[src/pkg/lci_pkg.sv]
package lci_pkg;
    // event kinds, one slot pair each
    localparam int NUM_KINDS = 5;
    localparam logic [2:0] KIND_TOP = 3'h0;
    localparam logic [2:0] KIND_PIPE = 3'h1;
    localparam logic [2:0] KIND_THREAD = 3'h2;
    localparam logic [2:0] KIND_GLOBAL = 3'h3;
    localparam logic [2:0] KIND_PM = 3'h4;
    localparam logic [1:0] SLOT_DEPTH = 2'h2;
    // pool sizing
    localparam int NUM_WAYS = 64;
    localparam logic [9:0] SCRATCH_KB_FULL = 10'h100;
    localparam logic [9:0] SCRATCH_KB_SMALL = 10'h080;
    localparam int RETURN_GRAN_SHIFT = 3;

    typedef enum logic [5:0] {
        ST_IDLE = 6'h01,
        ST_AGREE = 6'h02,
        ST_DRAIN = 6'h04,
        ST_ISSUE = 6'h08,
        ST_WAIT = 6'h10,
        ST_DONE = 6'h20
    } lci_state_e;

    typedef enum logic [1:0] {
        STREAM_REST = 2'h0,
        STREAM_DC = 2'h1,
        STREAM_RO = 2'h2
    } lci_stream_e;

    typedef enum logic [1:0] {
        CLIENT_INST_STATE = 2'h0,
        CLIENT_CONST = 2'h1,
        CLIENT_TEX = 2'h2,
        CLIENT_DC = 2'h3
    } lci_client_e;

    typedef struct packed {
        logic [NUM_WAYS-1:0] restWays;
        logic [NUM_WAYS-1:0] dcWays;
        logic [NUM_WAYS-1:0] roWays;
    } lci_alloc_s;

    typedef struct packed {
        logic topDone;
        logic pipeDone;
        logic dpRespond;
        logic cfgDone;
        logic pmDone;
    } lci_done_s;
endpackage

[src/rtl/lci_coordinator.sv]
`timescale 1ns/1ps

// Behaviour
// - top invalidation waits for every slice
// - no transactions forwarded until all slices done
// - events serialized, two slots per kind
// - pipeline flush completes on local node only
// - flush fences super queue until invalidation done
// - coherent: no writeback, drain store queue first
// - thread flush: uncacheable, peers agree, then respond
// - global invalidation completes back to config agent
// - global targets global lines, virtual and physical
// - power flush returns completion status to power
// - stream flush uses current allocation only
// - scratch pool fixed 256 or 128 KB
// - return space allocated in 8 KB units
// - read-only pool groups instruction, constant, texture
// - each traffic kind uses only its own pool ways, or the rest ways when that pool is unprogrammed
// - physical lines skipped on configuration change flush
module lci_coordinator
    import lci_pkg::*;
#(
    parameter int NUM_SLICES = 2,
    parameter int RET_UNIT_W = 8
) (
    // clock and reset
    input wire logic clk_sys,
    input wire logic srst,
    // event requests, indexed by kind
    input wire logic [NUM_KINDS-1:0] reqValid,
    output logic [NUM_KINDS-1:0] reqReady,
    input wire logic coherentDomain,
    input wire logic cfgChange,
    input wire lci_stream_e flushStream,
    // slice and peer node coordination
    output logic sliceStart,
    output logic [2:0] sliceKind,
    input wire logic [NUM_SLICES-1:0] sliceDone,
    input wire logic localDone,
    output logic peerReq,
    input wire logic [NUM_SLICES-1:0] peerAgree,
    // bank side
    output logic storeDrainReq,
    input wire logic storeQueueEmpty,
    output logic llcWritebackEn,
    output logic selGlobalOnly,
    output logic selPhysical,
    output logic [NUM_WAYS-1:0] flushWayMask,
    // transaction path
    input wire logic txnValid,
    output logic txnForward,
    output logic sqHold,
    output logic streamUncacheable,
    // completions
    output lci_done_s done,
    // allocation
    input wire lci_alloc_s alloc,
    input wire lci_client_e clientClass,
    output logic [NUM_WAYS-1:0] clientWayMask,
    input wire logic scratchEn,
    input wire logic smallCfg,
    output logic [9:0] scratchKb,
    input wire logic [RET_UNIT_W-1:0] returnUnits,
    output logic [RET_UNIT_W+RETURN_GRAN_SHIFT-1:0] returnKb
);
    typedef struct packed {
        lci_state_e fsm;
        logic [2:0] kind;
        logic [NUM_KINDS-1:0][1:0] pending;
        logic [NUM_SLICES-1:0] doneSeen;
        logic sliceStart;
        logic [2:0] sliceKind;
        logic peerReq;
        logic storeDrainReq;
        logic llcWritebackEn;
        logic selGlobalOnly;
        logic selPhysical;
        logic sqHold;
        logic streamUncacheable;
        logic [NUM_WAYS-1:0] flushWayMask;
        logic [NUM_WAYS-1:0] clientWayMask;
        lci_done_s done;
        logic [9:0] scratchKb;
        logic [RET_UNIT_W+RETURN_GRAN_SHIFT-1:0] returnKb;
    } lci_state_s;

    lci_state_s s;
    lci_state_s next_s;

    // no history kept: the mask is read from the live allocation
    function automatic logic [NUM_WAYS-1:0] streamWays(lci_alloc_s a, lci_stream_e st);
        case (st)
            STREAM_DC: streamWays = a.dcWays;
            STREAM_RO: streamWays = a.roWays;
            default: streamWays = a.restWays;
        endcase
    endfunction

    // unprogrammed sub-pool falls back to the all-clients ways
    function automatic logic [NUM_WAYS-1:0] clientWays(lci_alloc_s a, lci_client_e c);
        if (c == CLIENT_DC) begin
            clientWays = (a.dcWays != '0) ? a.dcWays : a.restWays;
        end else begin
            clientWays = (a.roWays != '0) ? a.roWays : a.restWays;
        end
    endfunction

    logic [NUM_KINDS-1:0] accept;
    logic [NUM_KINDS-1:0] retire;
    logic anyPending;
    logic [2:0] pick;
    logic allSlicesDone;
    logic localKind;

    always_comb begin
        for (int k = 0; k < NUM_KINDS; k++) begin
            reqReady[k] = (s.pending[k] < SLOT_DEPTH);
        end
    end

    // a top invalidation in flight blocks new traffic into the cache
    assign txnForward = txnValid && !(s.fsm != ST_IDLE && s.kind == KIND_TOP);

    always_comb begin
        next_s = s;
        next_s.sliceStart = 1'b0;
        next_s.done = '0;
        anyPending = 1'b0;
        pick = 3'h0;
        allSlicesDone = &(s.doneSeen | sliceDone);
        localKind = (s.kind == KIND_PIPE) || (s.kind == KIND_THREAD);
        for (int k = 0; k < NUM_KINDS; k++) begin
            accept[k] = reqValid[k] && reqReady[k];
            retire[k] = (s.fsm == ST_DONE) && (s.kind == 3'(k));
            // accept and retire together leave the count unchanged
            next_s.pending[k] = s.pending[k] + {1'b0, accept[k]} - {1'b0, retire[k]};
        end
        for (int k = NUM_KINDS - 1; k >= 0; k--) begin
            if (s.pending[k] != 2'h0) begin
                anyPending = 1'b1;
                pick = 3'(k);
            end
        end
        case (s.fsm)
            ST_IDLE: begin
                if (anyPending) begin
                    next_s.kind = pick;
                    next_s.doneSeen = '0;
                    next_s.flushWayMask = streamWays(alloc, flushStream);
                    next_s.selGlobalOnly = (pick == KIND_GLOBAL) || (pick == KIND_PM);
                    // physical lines survive a reconfiguration flush
                    next_s.selPhysical = (pick == KIND_GLOBAL) || (pick == KIND_PM) || !cfgChange;
                    next_s.llcWritebackEn = !coherentDomain;
                    next_s.sqHold = (pick == KIND_PIPE);
                    next_s.streamUncacheable = 1'b1;
                    if (pick == KIND_THREAD) begin
                        next_s.fsm = ST_AGREE;
                    end else if (coherentDomain) begin
                        next_s.fsm = ST_DRAIN;
                    end else begin
                        next_s.fsm = ST_ISSUE;
                    end
                end
            end
            ST_AGREE: begin
                next_s.peerReq = 1'b1;
                if (&peerAgree) begin
                    // respond early, invalidation itself is deferred
                    next_s.peerReq = 1'b0;
                    next_s.done.dpRespond = 1'b1;
                    next_s.fsm = coherentDomain ? ST_DRAIN : ST_ISSUE;
                end
            end
            ST_DRAIN: begin
                next_s.storeDrainReq = 1'b1;
                if (storeQueueEmpty) begin
                    next_s.storeDrainReq = 1'b0;
                    next_s.fsm = ST_ISSUE;
                end
            end
            ST_ISSUE: begin
                next_s.sliceStart = 1'b1;
                next_s.sliceKind = s.kind;
                next_s.fsm = ST_WAIT;
            end
            ST_WAIT: begin
                next_s.doneSeen = s.doneSeen | sliceDone;
                if (localKind ? localDone : allSlicesDone) begin
                    next_s.fsm = ST_DONE;
                end
            end
            ST_DONE: begin
                next_s.done.topDone = (s.kind == KIND_TOP);
                next_s.done.pipeDone = (s.kind == KIND_PIPE);
                next_s.done.cfgDone = (s.kind == KIND_GLOBAL);
                next_s.done.pmDone = (s.kind == KIND_PM);
                next_s.sqHold = 1'b0;
                next_s.streamUncacheable = 1'b0;
                next_s.llcWritebackEn = 1'b1;
                next_s.selGlobalOnly = 1'b0;
                next_s.selPhysical = 1'b1;
                next_s.fsm = ST_IDLE;
            end
            default: begin
                next_s.fsm = ST_IDLE;
            end
        endcase
        // dc clients take dcWays, all other clients roWays, each falling back to restWays when empty
        next_s.clientWayMask = clientWays(alloc, clientClass);
        next_s.scratchKb = scratchEn ? (smallCfg ? SCRATCH_KB_SMALL : SCRATCH_KB_FULL) : 10'h000;
        next_s.returnKb = {returnUnits, {RETURN_GRAN_SHIFT{1'b0}}};
    end

    always_ff @(posedge clk_sys) begin
        if (srst) begin
            s <= '0;
            s.fsm <= ST_IDLE;
            s.llcWritebackEn <= 1'b1;
            s.selPhysical <= 1'b1;
        end else begin
            s <= next_s;
        end
    end

    assign sliceStart = s.sliceStart;
    assign sliceKind = s.sliceKind;
    assign peerReq = s.peerReq;
    assign storeDrainReq = s.storeDrainReq;
    assign llcWritebackEn = s.llcWritebackEn;
    assign selGlobalOnly = s.selGlobalOnly;
    assign selPhysical = s.selPhysical;
    assign flushWayMask = s.flushWayMask;
    assign sqHold = s.sqHold;
    assign streamUncacheable = s.streamUncacheable;
    assign done = s.done;
    assign clientWayMask = s.clientWayMask;
    assign scratchKb = s.scratchKb;
    assign returnKb = s.returnKb;
endmodule

[config.mk]
export PLATFORM = sky130hd
export DESIGN_NAME = lci_coordinator
export DESIGN_NICKNAME = d
export VERILOG_FILES = /design/src/pkg/lci_pkg.sv /design/src/rtl/lci_coordinator.sv
export SDC_FILE = /design/constraint.sdc
export NUM_CORES = 1
export LEC_CHECK = 0
export BUFFER_PORTS_ARGS = -buffer_cell sky130_fd_sc_hd__clkbuf_2
export CORE_AREA = 2 2 154 156
export CTS_CLUSTER_DIAMETER = 100
export DETAILED_ROUTE_END_ITERATION = 10
export DIE_AREA = 0 0 156 158
export PLACE_DENSITY_LB_ADDON = 0.1
export SETUP_SLACK_MARGIN = 0.3
export SYNTH_ARGS = -nofsm -noshare
export SYNTH_HDL_FRONTEND = slang
export SYNTH_SLANG_ARGS = --single-unit
[constraint.sdc]
create_clock -name clk_sys -period 5.3 [get_ports clk_sys]
set_clock_uncertainty 0.2 [all_clocks]
set_input_delay 0.265 -clock clk_sys [delete_from_list [all_inputs] [get_ports clk_sys]]
set_output_delay 0.265 -clock clk_sys [all_outputs]
set_load 0.02 [all_outputs]
==> key figures <==
Worst hold path
  • Min-Delay Path Depth: 4
  • Worst Hold Path EP: flushWayMask[2]
  • Hold Path Origin: alloc[130]
  • Hold WC Path Type: primary input to flop

Pwr
  • Leak Pwr: 5.83 nW
  • Total Power: 4.82 mW
  • Maximum VDD drop: 404 uV
  • Pwr per Cell Area: 382 nW/um^2

Clock network
  • CTS sink count: 175
  • CTS tree: done
  • Worst skew pair latency: 0.43 ns
  • CTS Buffer Depth: 2
  • Root Driver: clkbuf_16
  • Post-cts resize count: 0
  • CTS clock-pin slew for the worst setup and hold paths: 0.08 ns
  • CTS Buf Count: 17
  • Number of hold buffers added after cts: 196
  • Setup repair bufs after CTS: 0
  • Htree depth: 4

Routing
  • Post-Route WL: 35.7 mm
  • DRC: 0
  • DR WL met3: 3.18 mm
  • Post-Route M1 WL: 14.0 mm
  • Avg WL per Cell: 20.2 um
  • Antenna-violating nets left: 0
  • DRT Pass-1 Iters: 6
  • Met2 wire length: 17.5 mm
  • Vias: 9523
  • Via-per-instance ratio: 5.39
  • Initial DRC Count: 795
  • Highest routed layer: met4

Placed design
  • Dpl hpwl: 25.0 mm
  • PortBufs: 381
  • Post-Place Setup Slack: 2.29 ns
  • Final GP Congestion: 0.866

Floorplanning
  • IO Pins: 393
  • Die width: 156 um
  • Initial Util: 39.7%
  • DIE AREA: 24600 sq um
  • Die span in y: 158 um
  • Floorplan core area: 23100 sq um
  • FP Rows: 56

Setup path
  • FF-to-FF path depth: 10
  • Crit path max-delay family: buffers and inverters
  • R2r setup slk: 2.26 ns
  • Crit end category: flop
  • Crit path DAT: 3.33 ns
  • Worst Path Max Fanout: 33
  • WP buf/inv: 4
  • Crit start category: primary input
  • Worst R2R End: s[176]
  • Ordered cell list for the critical path: dlygate4sd3_1 > clkbuf_2 > nor4_1 > nand4_1 > nor4_1 > a22oi_2 > buf_4 > o21ai_0 > dlygate4sd3_1
  • Max incr delay on CP: 0.59 ns
  • Worst Setup Path Type: primary input to flop
  • CP Data Required Time: 5.47 ns
  • Slowest CP cell: nor4_1
  • RR Startpoint: s[181]

Timing
  • Post-route setup TNS: 0 ns
  • RSZ-0062 raised after global routing: false
  • Setup-failing EPs final: 0
  • Fin crit share: 59.6%
  • Final max-slew violation count: 0
  • Final Worst Setup Slack: 2.14 ns
  • Max-slew headroom: 27.3%
  • Max Fclk: 316 MHz
  • Actual slew at the worst max-slew pin: 1.09 ns
  • Final Hold Viols: 0
  • Tmin final: 3.16 ns

Cells and area
  • Share of layout cells above drive strength 1: 29.1%
  • Nets@finish: 1697
  • Commonest non-fill, non-tap cell in the layout: clkbuf_2
  • Commonest non-fill, non-tap cells in the layout: 380 x clkbuf_2, 196 x dlygate4sd3_1, 175 x dfxtp_1
  • Final design utilization: 54.7%
  • Area delta synth->final: 37.8%

Logic synthesis
  • EDFF count, synth: 0
  • Number of distinct library cells after synthesis: 47
  • Register area share after synthesis: 38.3%
  • #FFs+latches synth: 175
  • Syn Inst Count: 1082
  • Synth Area per Inst: 8.46 sq um
  • Synthesized area: 9150 sq um
  • Top post-synthesis cells by area: dfxtp_1 38%, buf_4 13%, a221oi_1 6.2%, a211o_1 6.1%, a22oi_1 5.5%
  • Yosys warning count: 0
  • Predominant post-synthesis flop cell: dfxtp_1
  • Area leader, netlist: dfxtp_1
  • Asr flop ratio synth: 0%
  • Post-synth top area share: 38.3%

Global routing
  • Initial antenna violation count: 1
  • Number of global-route vias before repair: 8982
  • Largest net degree at the start of global routing: 136
  • First-pass GRT wire length: 52.8 mm
  • Remaining Overflow, GRT: 0
  • GRT Resource Usage Total: 28.1%

Job
  • Max Cap Violations: 0

Status
  • Status: finished, final reports clean
## cell usage after synthesis, types with 2 or more instances
| master | instances |
|---|---|
| nand3b_1 | 6 |
| nor3b_1 | 2 |
| inv_1 | 78 |
| nand2b_1 | 4 |
| a22oi_1 | 67 |
| xnor2_1 | 10 |
| ha_1 | 12 |
| o21ai_0 | 70 |
| and3_1 | 4 |
| dfxtp_1 | 175 |
| a31oi_1 | 3 |
| nor4_1 | 41 |
| nand3_1 | 5 |
| mux2i_1 | 2 |
| and3b_1 | 2 |
| buf_2 | 8 |
| nand4_1 | 6 |
| a221oi_1 | 65 |
| nand2_1 | 84 |
| a21oi_1 | 76 |
| nor2b_1 | 13 |
| buf_4 | 157 |
| clkbuf_1 | 61 |
| o211ai_1 | 2 |
| xor2_1 | 2 |
| nor3_1 | 6 |
| nor2_1 | 32 |
| buf_6 | 7 |
| a211o_1 | 64 |
## final cells by class
type	instances	area, sq um
Antenna cell	1	2.50
Clock buffer	20	447
Clock inverter	12	150
Fill cell	2241	10400
Inverter	78	293
Multi-Input combinational cell	605	3900
Sequential cell	175	3500
Tap cell	290	363
Timing Repair Buffer	586	3950
## worst max path at each step
stage               start  cells after the start                end  slack (ns)
2_1_floorplan      s[183]                     11             s[168]        2.71
3_3_place_gp       s[181]                     10             s[176]        2.41
3_5_place_dp       s[181]                     10             s[176]        2.29
4_1_cts        alloc[124]                      9   clientWayMask[1]        2.16
5_1_grt              srst                      7  clientWayMask[25]        2.02
6_report       alloc[111]                      9  clientWayMask[14]        2.14
## stage by stage
stage	cell area (sq um)	std cells	hold slack [ns]
final	12600	1767	0.0284
after global routing	12600	1766	0.0305
after CTS	12600	1766	0.00475
after detailed placement	10000	1538	0.246
after global placement	10000	1538	0.242
after floorplan	9190	1092	0.141
## registers in the layout, indices dropped and copies added, names as in the netlist, 2 cells and up
| name | count |
|---|---|
| s | 21 |
| done | 5 |
| scratchKb | 2 |
| clientWayMask | 64 |
| sliceKind | 3 |
| returnKb | 8 |
| flushWayMask | 64 |
## where the power goes
part	total, mW	switching, mW	internal [mW]
clock	1.31	0.584	0.722
combinational	1.82	1.12	0.701
sequential	1.69	0.139	1.55
total	4.82	1.85	2.97
## layer usage
layer | vias up | global-route usage (%)
met5 | - | 0
met1 | 4507 | 33.3
met4 | 0 | 9.79
li1 | 4489 | -
met2 | 457 | 48.7
met3 | 70 | 7.91
## kinds of logic after synthesis
family / after synthesis / synth area share (%)
compound gates: 358 / 27.3
xor+xnor: 12 / 1.15
fa+ha+maj: 12 / 1.64
buf+inv: 312 / 19.9
flops: 175 / 38.3
mux: 2 / 0.219
other cells: 1 / 0.0410
simple gates: 210 / 11.4
## worst min-delay path, delay by kind of cell
kind,cells,cell delay [ns]
AOI/OAI and AO/OA,2,0.20
buffers and inverters,2,0.14
Note: power is estimated with default switching activity, not from simulation.
